$ cat config.mk
export PLATFORM = sky130hd
export DESIGN_NAME = lcdpd_top
export DESIGN_NICKNAME = d
export VERILOG_FILES = /design/src/lcdpd_pkg.sv /design/src/lcdpd_pixel_mem.sv /design/src/lcdpd_top.sv
export SDC_FILE = /design/constraint.sdc
export NUM_CORES = 1
export LEC_CHECK = 0
export ABC_CLOCK_PERIOD_IN_PS = 3810
export BUFFER_PORTS_ARGS = -buffer_cell sky130_fd_sc_hd__buf_2
export CAP_MARGIN = 30
export CORE_AREA = 2 2 194 196
export CTS_CLUSTER_DIAMETER = 80
export DETAILED_ROUTE_END_ITERATION = 6
export DIE_AREA = 0 0 196 198
export GPL_TIMING_DRIVEN = 0
export PLACE_DENSITY_LB_ADDON = 0.05
export SLEW_MARGIN = 20
export SYNTH_ARGS = -nofsm -noshare
export SYNTH_HDL_FRONTEND = slang
export SYNTH_SLANG_ARGS = --single-unit
export TNS_END_PERCENT = 50
$ cat constraint.sdc
create_clock -name clk -period 3.81 [get_ports clk]
set_clock_uncertainty 0.05 [all_clocks]
set_input_delay 0.1905 -clock clk [delete_from_list [all_inputs] [get_ports clk]]
set_output_delay 0.1905 -clock clk [all_outputs]
set_load 0.01 [all_outputs]
$ cat src/lcdpd_pkg.sv
// Package: register map, field layout and timing constants of the panel driver
package lcdpd_pkg;
  // ----------------------------------------------------------------
  // Register offsets
  // ----------------------------------------------------------------
  localparam logic [7:0] ADDR_SEG_EN_LOW = 8'h00e5;
  localparam logic [7:0] ADDR_SEG_EN_MID_LOW = 8'h00e6;
  localparam logic [7:0] ADDR_SEG_EN_MID_HIGH = 8'h00e7;
  localparam logic [7:0] ADDR_SEG_EN_HIGH = 8'h00ee;
  localparam logic [7:0] ADDR_PANEL_CONTROL = 8'h00f9;
  localparam logic [7:0] ADDR_PANEL_CLOCK_CONTROL = 8'h00fa;
  localparam logic [7:0] ADDR_PIXEL_POINTER = 8'h00fb;
  localparam logic [7:0] ADDR_PIXEL_WINDOW = 8'h00fc;
  // Own register: power-down and crystal-ready status (read only)
  localparam logic [7:0] ADDR_PANEL_STATUS = 8'h00fd;
  // ----------------------------------------------------------------
  // Reset values and writable masks
  // ----------------------------------------------------------------
  localparam logic [7:0] RESET_BYTE = 8'h0000;
  localparam logic [7:0] MASK_PANEL_CONTROL = 8'h00df;
  localparam logic [7:0] MASK_PANEL_CLOCK_CONTROL = 8'h0037;
  localparam logic [7:0] MASK_PIXEL_POINTER = 8'h001f;
  localparam logic [7:0] MASK_PIXEL_WINDOW = 8'h003f;
  // ----------------------------------------------------------------
  // Codes
  // ----------------------------------------------------------------
  localparam logic [1:0] DUTY_QUARTER = 2'h0;
  localparam logic [1:0] DUTY_THIRD = 2'h1;
  localparam logic [1:0] DUTY_SIXTH = 2'h2;
  localparam logic [1:0] SRC_SYSTEM = 2'h0;
  localparam logic [1:0] SRC_CRYSTAL = 2'h1;
  localparam logic [1:0] SRC_RC_OSC = 2'h2;
  localparam logic [2:0] DIV_MAX_CODE = 3'h5;
  localparam int SYS_PRESCALE_LOG2 = 12;
  localparam int LOW_PRESCALE_LOG2 = 4;
  localparam int COM_COUNT = 6;
  localparam int SEG_COUNT = 32;
  localparam int XTAL_IN_SEG = 29;
  localparam int XTAL_OUT_SEG = 30;

  // Control fields as they leave the control register
  typedef struct packed {
    logic display_on;
    logic drive_level_trim;
    logic reserved;
    logic half_bias;
    logic [1:0] duty;
    logic [1:0] ladder_value_sel;
  } lcdpd_ctrl_t;

  typedef struct packed {
    logic [1:0] reserved_hi;
    logic [1:0] panel_clk_source;
    logic reserved_lo;
    logic [2:0] panel_clk_divider;
  } lcdpd_clk_t;

  // Scan state handed to the pins
  typedef struct packed {
    logic [COM_COUNT-1:0] com_active;
    logic [COM_COUNT-1:0] com_select;
    logic frame_phase;
  } lcdpd_scan_t;
endpackage

$ cat src/lcdpd_pixel_mem.sv
// Display data memory: one six-bit word per segment, registered read
`timescale 1ns/1ps
module lcdpd_pixel_mem #(
  parameter int DEPTH = 32,
  parameter int WIDTH = 6
) (
  // Clock
  input wire logic clk,
  // Software port
  input wire logic wr_en,
  input wire logic [$clog2(DEPTH)-1:0] addr,
  input wire logic [WIDTH-1:0] wr_data,
  output logic [WIDTH-1:0] rd_data,
  // Scan port: all words at once
  output logic [DEPTH*WIDTH-1:0] all_data
);
  logic [WIDTH-1:0] mem [DEPTH];

  // Write and registered read
  always_ff @(posedge clk) begin
    if (wr_en) begin
      mem[addr] <= wr_data;
    end
    rd_data <= mem[addr];
  end

  // Flatten for the segment drivers
  always_comb begin
    for (int i = 0; i < DEPTH; i++) begin
      all_data[i*WIDTH +: WIDTH] = mem[i];
    end
  end
endmodule // lcdpd_pixel_mem

$ cat src/lcdpd_top.sv
// Segment panel driver: register file, clock divider, common scan and pin control
//
// Chosen here: the plain strobed port.
`timescale 1ns/1ps
// Overview of operation
// - Display off returns all pins to I/O; on drives commons and enabled segments
// - Bias bit: 0 selects one-third bias, 1 selects one-half bias
// - Duty 00 quarter, 01 third, 10 sixth; at third duty common 3 is I/O
// - At sixth duty segment pins 0 and 1 act as commons 4 and 5
// - Ladder select 00/01/10 picks 150, 300, 600 kOhm; 11 reserved
// - Clock source: system/2^12, crystal/2^4, RC oscillator/2^4; 11 reserved
// - Low-speed clock sources keep scanning during power-down
// - With crystal source segment pins 29 and 30 are not driven
// - Divider codes 000 to 101 divide by 1 to 32; others reserved
// - Five-bit pointer selects the display register behind the window
// - Window write stores six pixel bits; 1 darkens, 0 clears
// - Each segment pin has its own enable bit in four byte registers
// - Enabled driven segment reads its I/O data bit as 0; writes latch
// - Thirty-two display registers, one per segment, bits per common
// - Commons are activated one after another, as many as duty needs
// - At sixth duty enable bits of segments 0 and 1 are ignored for driving; they still mask I/O reads
module lcdpd_top #(
  parameter int SEGMENTS = 32,
  parameter int COMMONS = 6,
  parameter int SYS_PRESCALE = 4096
) (
  // Clock and reset
  input wire logic clk,
  input wire logic arst_n,
  // Register port
  input wire logic [7:0] reg_addr,
  input wire logic [7:0] reg_wdata,
  input wire logic reg_wr,
  input wire logic reg_rd,
  output logic [7:0] reg_rdata,
  // Low-speed clock ticks, already in this domain, and system state
  input wire logic crystal_tick,
  input wire logic rc_osc_tick,
  input wire logic crystal_ready,
  input wire logic power_down,
  // Panel outputs
  output lcdpd_pkg::lcdpd_scan_t scan,
  output logic half_bias,
  output logic drive_level_trim,
  output logic [1:0] ladder_value_sel,
  output logic [COMMONS-1:0] com_drive_en,
  output logic [SEGMENTS-1:0] seg_drive_en,
  output logic [SEGMENTS-1:0] seg_dark,
  // I/O data read masking
  input wire logic [SEGMENTS-1:0] io_pin_data,
  output logic [SEGMENTS-1:0] io_read_data
);
  // ----------------------------------------------------------------
  // Registers
  // ----------------------------------------------------------------
  lcdpd_pkg::lcdpd_ctrl_t ctrl;
  lcdpd_pkg::lcdpd_clk_t clk_ctrl;
  logic [4:0] pointer;
  logic [SEGMENTS-1:0] seg_en;
  logic [5:0] mem_rdata;
  logic [SEGMENTS*6-1:0] mem_all;
  logic window_wr;
  logic rd_pending;
  logic [7:0] rd_addr;
  logic [7:0] next_rdata;

  // Is the address a known register
  function automatic logic is_mapped(input logic [7:0] a);
    case (a)
      lcdpd_pkg::ADDR_SEG_EN_LOW, lcdpd_pkg::ADDR_SEG_EN_MID_LOW,
      lcdpd_pkg::ADDR_SEG_EN_MID_HIGH, lcdpd_pkg::ADDR_SEG_EN_HIGH,
      lcdpd_pkg::ADDR_PANEL_CONTROL, lcdpd_pkg::ADDR_PANEL_CLOCK_CONTROL,
      lcdpd_pkg::ADDR_PIXEL_POINTER, lcdpd_pkg::ADDR_PIXEL_WINDOW,
      lcdpd_pkg::ADDR_PANEL_STATUS: is_mapped = 1'b1;
      default: is_mapped = 1'b0;
    endcase
  endfunction

  // Control register writes, reserved bits masked
  always_ff @(posedge clk or negedge arst_n) begin
    if (!arst_n) begin
      ctrl <= lcdpd_pkg::RESET_BYTE;
      clk_ctrl <= lcdpd_pkg::RESET_BYTE;
      pointer <= 5'h00;
    end else if (reg_wr) begin
      case (reg_addr)
        lcdpd_pkg::ADDR_PANEL_CONTROL: begin
          ctrl <= reg_wdata & lcdpd_pkg::MASK_PANEL_CONTROL;
        end
        lcdpd_pkg::ADDR_PANEL_CLOCK_CONTROL: begin
          clk_ctrl <= reg_wdata & lcdpd_pkg::MASK_PANEL_CLOCK_CONTROL;
        end
        lcdpd_pkg::ADDR_PIXEL_POINTER: begin
          pointer <= reg_wdata[4:0];
        end
        default: begin
        end
      endcase
    end
  end

  // Segment enable bytes
  always_ff @(posedge clk or negedge arst_n) begin
    if (!arst_n) begin
      seg_en <= '0;
    end else if (reg_wr) begin
      case (reg_addr)
        lcdpd_pkg::ADDR_SEG_EN_LOW: seg_en[7:0] <= reg_wdata;
        lcdpd_pkg::ADDR_SEG_EN_MID_LOW: seg_en[15:8] <= reg_wdata;
        lcdpd_pkg::ADDR_SEG_EN_MID_HIGH: seg_en[23:16] <= reg_wdata;
        lcdpd_pkg::ADDR_SEG_EN_HIGH: seg_en[31:24] <= reg_wdata;
        default: begin
        end
      endcase
    end
  end

  // Window writes go to the pointed display word
  assign window_wr = reg_wr && (reg_addr == lcdpd_pkg::ADDR_PIXEL_WINDOW);

  lcdpd_pixel_mem #(
    .DEPTH(SEGMENTS),
    .WIDTH(6)
  ) u_mem (
    .clk(clk),
    .wr_en(window_wr),
    .addr(pointer),
    .wr_data(reg_wdata[5:0]),
    .rd_data(mem_rdata),
    .all_data(mem_all)
  );

  // Read address held one cycle; data muxed in the answer cycle
  always_ff @(posedge clk or negedge arst_n) begin
    if (!arst_n) begin
      rd_pending <= 1'b0;
      rd_addr <= 8'h00;
    end else begin
      rd_pending <= reg_rd;
      rd_addr <= reg_addr;
    end
  end

  always_comb begin
    next_rdata = 8'h00;
    if (rd_pending && is_mapped(rd_addr)) begin
      case (rd_addr)
        lcdpd_pkg::ADDR_SEG_EN_LOW: next_rdata = seg_en[7:0];
        lcdpd_pkg::ADDR_SEG_EN_MID_LOW: next_rdata = seg_en[15:8];
        lcdpd_pkg::ADDR_SEG_EN_MID_HIGH: next_rdata = seg_en[23:16];
        lcdpd_pkg::ADDR_SEG_EN_HIGH: next_rdata = seg_en[31:24];
        lcdpd_pkg::ADDR_PANEL_CONTROL: next_rdata = ctrl;
        lcdpd_pkg::ADDR_PANEL_CLOCK_CONTROL: next_rdata = clk_ctrl;
        lcdpd_pkg::ADDR_PIXEL_POINTER: next_rdata = {3'h0, pointer};
        lcdpd_pkg::ADDR_PIXEL_WINDOW: next_rdata = {2'h0, mem_rdata};
        lcdpd_pkg::ADDR_PANEL_STATUS: next_rdata = {6'h00, crystal_ready, power_down};
        default: next_rdata = 8'h00;
      endcase
    end
  end
  assign reg_rdata = next_rdata;

  // ----------------------------------------------------------------
  // Panel clock
  // ----------------------------------------------------------------
  logic src_tick;
  logic [11:0] sys_pre;
  logic [3:0] low_pre;
  logic pre_tick;
  logic [4:0] div_cnt;
  logic [4:0] div_limit;
  logic panel_tick;
  logic low_speed_src;

  assign low_speed_src = (clk_ctrl.panel_clk_source == lcdpd_pkg::SRC_CRYSTAL) ||
                         (clk_ctrl.panel_clk_source == lcdpd_pkg::SRC_RC_OSC);

  // Source select; system clock is gated off in power-down
  always_comb begin
    case (clk_ctrl.panel_clk_source)
      lcdpd_pkg::SRC_SYSTEM: src_tick = !power_down;
      lcdpd_pkg::SRC_CRYSTAL: src_tick = crystal_tick;
      lcdpd_pkg::SRC_RC_OSC: src_tick = rc_osc_tick;
      default: src_tick = 1'b0;
    endcase
  end

  // Prescalers by 2^12 and 2^4
  always_ff @(posedge clk or negedge arst_n) begin
    if (!arst_n) begin
      sys_pre <= 12'h000;
      low_pre <= 4'h0;
    end else if (src_tick && ctrl.display_on) begin
      if (low_speed_src) begin
        low_pre <= low_pre + 4'h1;
      end else begin
        sys_pre <= (sys_pre == 12'(SYS_PRESCALE - 1)) ? 12'h000 : sys_pre + 12'h001;
      end
    end
  end

  assign pre_tick = src_tick && ctrl.display_on &&
                    (low_speed_src ? (low_pre == 4'hf)
                                   : (sys_pre == 12'(SYS_PRESCALE - 1)));

  // Divider by 1..32; reserved codes stop the clock
  always_comb begin
    case (clk_ctrl.panel_clk_divider)
      3'h0, 3'h1, 3'h2, 3'h3, 3'h4, 3'h5:
        div_limit = 5'((6'h01 << clk_ctrl.panel_clk_divider) - 6'h01);
      default: div_limit = 5'h00;
    endcase
  end

  always_ff @(posedge clk or negedge arst_n) begin
    if (!arst_n) begin
      div_cnt <= 5'h00;
    end else if (pre_tick) begin
      div_cnt <= (div_cnt >= div_limit) ? 5'h00 : div_cnt + 5'h01;
    end
  end

  assign panel_tick = pre_tick && (div_cnt >= div_limit) &&
                      (clk_ctrl.panel_clk_divider <= lcdpd_pkg::DIV_MAX_CODE);

  // ----------------------------------------------------------------
  // Common scan
  // ----------------------------------------------------------------
  typedef enum logic [2:0] {
    COM0 = 3'h0, COM1 = 3'h1, COM2 = 3'h3, COM3 = 3'h2, COM4 = 3'h6, COM5 = 3'h7
  } lcdpd_com_t;
  lcdpd_com_t com_state;
  lcdpd_com_t next_com;
  logic last_com;
  logic phase;

  always_comb begin
    case (ctrl.duty)
      lcdpd_pkg::DUTY_THIRD: last_com = (com_state == COM2);
      lcdpd_pkg::DUTY_SIXTH: last_com = (com_state == COM5);
      default: last_com = (com_state == COM3);
    endcase
    case (com_state)
      COM0: next_com = COM1;
      COM1: next_com = COM2;
      COM2: next_com = last_com ? COM0 : COM3;
      COM3: next_com = last_com ? COM0 : COM4;
      COM4: next_com = COM5;
      default: next_com = COM0;
    endcase
  end

  // Step one common per panel tick, alternate polarity per frame
  always_ff @(posedge clk or negedge arst_n) begin
    if (!arst_n) begin
      com_state <= COM0;
      phase <= 1'b0;
    end else if (!ctrl.display_on) begin
      com_state <= COM0;
      phase <= 1'b0;
    end else if (panel_tick) begin
      com_state <= next_com;
      if (last_com) begin
        phase <= !phase;
      end
    end
  end

  // Index of current common
  function automatic logic [2:0] com_index(input lcdpd_com_t s);
    case (s)
      COM0: com_index = 3'h0;
      COM1: com_index = 3'h1;
      COM2: com_index = 3'h2;
      COM3: com_index = 3'h3;
      COM4: com_index = 3'h4;
      default: com_index = 3'h5;
    endcase
  endfunction

  // ----------------------------------------------------------------
  // Pin control
  // ----------------------------------------------------------------
  logic sixth;
  logic [COMMONS-1:0] com_used;
  logic [SEGMENTS-1:0] seg_active;
  logic [SEGMENTS-1:0] next_dark;

  assign sixth = (ctrl.duty == lcdpd_pkg::DUTY_SIXTH);

  always_comb begin
    com_used = 6'h0f;
    if (ctrl.duty == lcdpd_pkg::DUTY_THIRD) begin
      com_used = 6'h07;
    end else if (sixth) begin
      com_used = 6'h3f;
    end
    com_drive_en = ctrl.display_on ? com_used : 6'h00;
    seg_active = ctrl.display_on ? seg_en : '0;
    if (sixth) begin
      seg_active[1:0] = 2'h0;
    end
    if (clk_ctrl.panel_clk_source == lcdpd_pkg::SRC_CRYSTAL) begin
      seg_active[lcdpd_pkg::XTAL_IN_SEG] = 1'b0;
      seg_active[lcdpd_pkg::XTAL_OUT_SEG] = 1'b0;
    end
    seg_drive_en = seg_active;
    for (int i = 0; i < SEGMENTS; i++) begin
      next_dark[i] = mem_all[i*6 + int'(com_index(com_state))];
    end
  end

  // Registered pixel levels and scan state
  always_ff @(posedge clk or negedge arst_n) begin
    if (!arst_n) begin
      seg_dark <= '0;
      scan <= '0;
    end else begin
      seg_dark <= next_dark & seg_active;
      scan.com_active <= com_drive_en;
      scan.com_select <= ctrl.display_on ? (6'h01 << com_index(com_state)) : 6'h00;
      scan.frame_phase <= phase;
    end
  end

  // Analog settings
  assign half_bias = ctrl.half_bias;
  assign drive_level_trim = ctrl.drive_level_trim;
  assign ladder_value_sel = ctrl.ladder_value_sel;

  // I/O data reads masked on enabled segments while the display is on
  assign io_read_data = io_pin_data & ~(seg_en & {SEGMENTS{ctrl.display_on}});
endmodule // lcdpd_top

# [After elaboration in Yosys (flattened, before gate mapping)]
# Memories as Yosys holds them, arrays and structs flattened. A register that Yosys moved wholly into a read port is not among the register bits.
# Index checks and enable logic that the tools add are counted.
[word_totals] regBits=128 latch_bits=0 mem_bits_rw=192 romBits=0 inputBits=56 word_cells=281 memories=1
[mem_list] memory="u_mem.mem" depth=32 word_bits=6 read_ports=33 rd_clocked_by_memory_dff=1 write_ports=1 line="lcdpd_pixel_mem.sv:17" text="logic [WIDTH-1:0] mem [DEPTH];"
[op_classes] add_sub_neg=35 multipliers=0 n_div=0 n_lt_le_gt_ge=34 eq_ne=35 n_shift=2 n_mux=122 n_bitwise=5 n_reduce_logical=24
[ops] cell="$bmux 1 s8" count=31
[ops] cell="$eq 8x8->1 const B" count=17
[ops] cell="$lt 8x9->1 const B" count=11
[ops] cell="$and 32x32->32" count=3
[ops] cell="$add 8x3->9 const A" count=10
[ops] cell="$lt 9x9->1 const B" count=10
[ops] cell="$add 7x3->8 const A" count=11
[ops] cell="$pmux 8 s9" count=1
[ops] cell="$mux 1" count=70
[ops] cell="$lt 7x9->1 const B" count=5
[ops] cell="$add 6x3->7 const A" count=5
[ops] cell="$mux 32" count=1
[ops] cell="$not 32->32" count=1
[ops] cell="$pmux 3 s5" count=2
[ops] cell="$lt 6x9->1 const B" count=3
[ops] cell="$mux 6" count=4
[ops] cell="$reduce_and 2->1" count=10
[ops] cell="$add 5x3->6 const A" count=3
[ops] cell="$add 12x1->12 const B" count=1
[ops] cell="$eq 12x12->1 const B" count=1
[ops] cell="$eq 3x2->1 const B" count=4
[ops] cell="$eq 3x3->1 const B" count=4
[ops] cell="$mux 12" count=1
[ops] cell="$mux 5" count=2
[ops] cell="other kinds (31)" count=46

# [Longest topological paths before layout]
[logic_depth] ltp_word=8 depth_mapped=12 mapped_depth_nobuf=12

# [Modules after synthesis]
# Synthesis repeated with hierarchy kept, for this count alone.
[unflattened] cells_unflattened=1361 hier_area_um2=16328.2
[by_module_without_submodules] mod="lcdpd_top" instances=1 cells_per_inst=914 area_per_inst_um2=8582.0
[by_module_without_submodules] mod="lcdpd_pixel_mem" instances=1 cells_per_inst=447 area_per_inst_um2=7746.2

# [Least setup slack after synthesis]
# No wires, ideal clock.
[synth_timing] kind="reg-to-reg" from="reg clk_ctrl[2] (netlist name)" to="reg phase" setup_ns=0.122 arrival_ns=2.826 required_time_ns=3.638 setup_slack_ns=0.812 stages_incl_launch_ff=12 n_path_buf=0 synth_period_minus_slack_ns=2.998 path_cell_list="dfrtp_1 -> or3_1 -> ha_1 -> or3_1 -> a21oi_1 -> a21oi_1 -> ha_1 -> nand3_1 -> a21boi_0 -> a311oi_1 -> or4_1 -> mux2i_1"
[synth_via] elab_chain_cells=8 elab_cells_between_ends=16 cone_classes="add/sub (1); order compare (2); eq/ne (6); shift (1); mux (1); reduce/logical (5)"
[synth_lines] element="start, declared" line="lcdpd_top.sv:57" text="lcdpd_pkg::lcdpd_clk_t clk_ctrl;"
[synth_lines] element="start signal, assigned" line="lcdpd_top.sv:83" text="clk_ctrl <= lcdpd_pkg::RESET_BYTE;"
[synth_lines] element="start signal, assigned" line="lcdpd_top.sv:91" text="clk_ctrl <= reg_wdata & lcdpd_pkg::MASK_PANEL_CLOCK_CONTROL;"
[synth_lines] element="$shl 1x3->5 (tied with other cells)" line="lcdpd_top.sv:210" text="div_limit = 5'((6'h01 << clk_ctrl.panel_clk_divider) - 6'h01);"
[synth_lines] element="$sub 5x1->5 / $reduce_or 6->1 (equally long branches)" line="lcdpd_top.sv:210, lcdpd_top.sv:208"
[synth_lines] element="$mux 5" line="lcdpd_top.sv:208" text="case (clk_ctrl.panel_clk_divider)"
[synth_lines] element="$ge 5x5->1" line="lcdpd_top.sv:223" text="assign panel_tick = pre_tick && (div_cnt >= div_limit) &&"
[synth_lines] element="$logic_and 1x1->1" line="lcdpd_top.sv:223"
[synth_lines] element="$logic_and 1x1->1 *" line="lcdpd_top.sv:223"
[synth_lines] element="$ne 2x1->1 (no line) *"
[synth_lines] element="$reduce_and 2->1 (no line) *"
[synth_lines] element="end signal, assigned" line="lcdpd_top.sv:264" text="phase <= !phase;"
[synth_lines] element="end, declared" line="lcdpd_top.sv:235" text="logic phase;"
# Mark *: on every way between the ends. The rest lies on a longest branch, timed or not.
# A chain may end at the register's enable or synchronous reset.

# [Worst setup path in the final report]
[layout_timing] from="reg com_state[2]" to="reg seg_dark[27]"
[layout_via] elab_chain_cells=7 elab_cells_between_ends=11 cone_classes="add/sub (1); eq/ne (4); mux (4); bitwise (1); reduce/logical (1)"
[layout_lines] element="start, declared" line="lcdpd_top.sv:232" text="lcdpd_com_t com_state;"
[layout_lines] element="start signal, assigned" line="lcdpd_top.sv:262" text="com_state <= next_com;"
[layout_lines] element="$eq 3x3->1 (tied with other cells)" line="lcdpd_top.sv:271" text="case (s)"
[layout_lines] element="$pmux 3 s5 *" line="lcdpd_top.sv:271"
[layout_lines] element="$add 8x3->9 *" line="lcdpd_top.sv:309" text="next_dark[i] = mem_all[i*6 + int'(com_index(com_state))];"
[layout_lines] element="$bmux 1 s8 *" line="lcdpd_top.sv:309"
[layout_lines] element="$mux 1 (implied by the code) * (2 in a row)" line="lcdpd_top.sv:309"
[layout_lines] element="$and 32x32->32 *" line="lcdpd_top.sv:319" text="seg_dark <= next_dark & seg_active;"
[layout_lines] element="end signal, assigned" line="lcdpd_top.sv:319"
[layout_lines] element="end, declared" line="lcdpd_top.sv:48" text="output logic [SEGMENTS-1:0] seg_dark,"
# Mark *: on every way between the ends. The rest lies on a longest branch, timed or not. The select of a mux whose other input is x is not followed.

==> qor.yml <==
run_status:
  status: "complete, no violations"
floorplanning:
  core-area_sq_um: 37000
  initial_core_util_pct: 44.1
  dieHeight_um: 198
  die_area_sq_um: 38800
  die_x_um: 196
  num_rows: 71
  pin_count: 183
place:
  gp_congestion: 1.02
  io_buffer_count: 182
  hpwl_um: 46700
route:
  dr.pass1.iters: 6
  ant_nets: 0
  drt_iter0_drc: 1577
  postRouteWirelength_um: 64100
  via_per_inst: 6.30
  post-route-drc-count: 0
  via_count: 13000
  wl_per_cell_um: 31.1
global_route:
  grt_max_degree: 72
  gr-total-overflow: 0
  grt_pass1_vias: 12700
  antenna_found_initial: 3
  grt_pass1_wl_um: 90800
  grt_util_all_layers_pct: 33.4
setup_path:
  crit_required_ns: 4.23
  worstPathMaxFanout: 10
  cp-start-kind: "flop"
  arrival_ns: 4.21
  crit_type: "reg2reg"
  end_kind: "flop"
layout:
  layout.cells.most_common: "buf_2"
  nets: 1628
  final_cell_mix: "buf_2 (205), edfxtp_1 (192), dfrtp_1 (125)"
  layout-drive-gt1-share_pct: 28.6
  fill_cells: 3261
  area_growth_pct: 19.5
clocking:
  cts_made_buffers: 38
  path_clk_slew_ns: 0.07
  cts_buffer_depth: 3
  cts.sinks: 323
  insertion_delay_ns: 0.56
  root_buffer: "clkbuf_16"
  cts_tree: "yes"
  h-tree-depth: 2
timing:
  grt_setup_unrepaired: "no"
  min_period_over_period_pct: 99.7
  timing.fmax_mhz: 263
  min_period_ns: 3.80
  finalSetupViolations: 0
  max_slew_margin_pct: 24.5
  fin_tns_setup_ns: 0
  worst_slew_pin_slew_ns: 1.13
  slew_violations: 0
  hold_viol: 0
logic_synthesis:
  yosysSeqAreaShare_pct: 55.3
  synth_nets: 1385
  async_flop_share_pct: 38.7
  synth_area_sq_um: 16300
  synth_area_per_cell_sq_um: 12.4
  synthFlopType: "edfxtp_1"
  synth_cell_types: 78
  synthCells: 1312
  synth_edf_count: 192
  yosysWarnings: 0
  ys_ff_latch: 323
flow_run:
  max_cap_violations: 0
pwr:
  total_power_mw: 8.05
  ir_worst_vdd_uv: 389
  leakage_nw: 7.82
  pwr_density_cell_nw_per_um2: 413
min_path:
  hold_path_class: "in2reg"
==> metrics by stage <==
step	setup slack [ns]	area, sq um	hold WS (ns)	util [%]	cells
after CTS	0.0270	19400	0.0548	52.5	2057
after global routing	0.00843	19500	0.0682	52.7	2059
after floorplan	0.812	16300	-0.155	-	1312
after global placement	-0.392	17800	0.249	48.2	1968
final	0.0126	19500	0.0573	52.7	2060
after detailed placement	-0.235	18000	0.107	48.6	1975
==> worst max-delay path: stages, from the launching register on <==
cell and delay [ns]:
dfrtp_1 0.32, buf_4 0.18, nand2b_1 0.17, buf_2 0.30
clkbuf_4 0.35, buf_4 0.30, ha_1 0.33, clkbuf_2 0.25
nor2b_1 0.22, nand2_2 0.30, o21ai_0 0.19, nor4_2 0.39
and4_1 0.33
==> repair_timing <==
item                                    4_1_cts  5_1_grt
pin swaps                                     0        1
hold buffers                                 12        0
gates cloned                                  0        0
endpoints found under the setup margin       11       92
resized for setup                             2       13
endpoints found under the hold margin       111        0
setup buffers                                 0        2
==> layer usage <==
layer / global-route usage, % / wire, um
met5: 0 / 16
met4: 17.1 / 3800
met3: 9.20 / 6540
met2: 50.5 / 28400
met1: 44.2 / 25300
==> sequential cells by signal, summed over array words and instances (netlist names) <==
| signal | flops |
|---|---|
| clk_ctrl | 5 |
| com_state | 3 |
| ctrl | 3 |
| div_cnt | 5 |
| drive_level_trim | 1 |
| half_bias | 1 |
| ladder_value_sel | 2 |
| low_pre | 4 |
| phase | 1 |
| pointer | 5 |
| rd_addr | 8 |
| rd_pending | 1 |
| scan | 10 |
| seg_dark | 32 |
| seg_en | 32 |
| sys_pre | 12 |
| u_mem.mem | 192 |
| u_mem.rd_data | 6 |
==> report_power, final <==
part	total [mW]	leakage, nW	internal (mW)	switching (mW)
combinational	0.479	3.73	0.188	0.291
sequential	3.80	3.46	3.76	0.0390
clock	3.77	0.631	2.27	1.50
total	8.05	7.82	6.21	1.83
==> cells by family after synthesis <==
group	share of synthesized area, %
mux	16.0
flops	55.3
xor+xnor	0.538
simple gates	12.8
buf+inv	3.40
compound gates	10.6
fa+ha+maj	1.31
==> cells in the mapped netlist (all sizes together) (14+ instances only) <==
master / instances / area [sq um]
nand2: 120 / 453
o21ai: 41 / 209
o22ai: 21 / 131
mux2: 83 / 935
nor2: 71 / 267
clkbuf: 35 / 131
and2: 37 / 231
nand2b: 19 / 119
dfrtp: 125 / 3130
a22oi: 24 / 185
a21oi: 41 / 216
inv: 42 / 158
mux4: 55 / 1240
a31oi: 14 / 87.6
nand3: 31 / 155
edfxtp: 192 / 5770
mux2i: 44 / 440
and3: 21 / 131
nor3: 33 / 176
ha: 17 / 213
nor2b: 35 / 219
buf: 48 / 265
==> path summary, 6_finish.rpt <==
kind | from | end | slack (ns) | cells after the start
max in group asynchronous | arst_n | seg_en[10] | 2.80 | 3
setup / recovery | com_state[2] | seg_dark[27] | 0.01 | 12
hold reg to reg | phase | scan[0] | 0.36 | 0
hold / removal | reg_wdata[4] | u_mem.mem[9][4] | 0.06 | 1
min in group asynchronous | arst_n | sys_pre[3] | 0.09 | 2
setup reg to reg | com_state[2] | seg_dark[27] | 0.01 | 12
==> layout make-up <==
type                       instances  area [sq um]  area share, %
timing repair buffer             204          1220           6.29
multi-input combinational        864          6770           34.8
sequential                       323          9010           46.3
buffer                            82           403           2.07
clock buffer                      51          1110           5.72
inverter                          42           158          0.810
clock inverter                    19           188          0.964
tap                              474           593           3.05
antenna                            1          2.50         0.0129
Power figures use the tool's default switching activity.
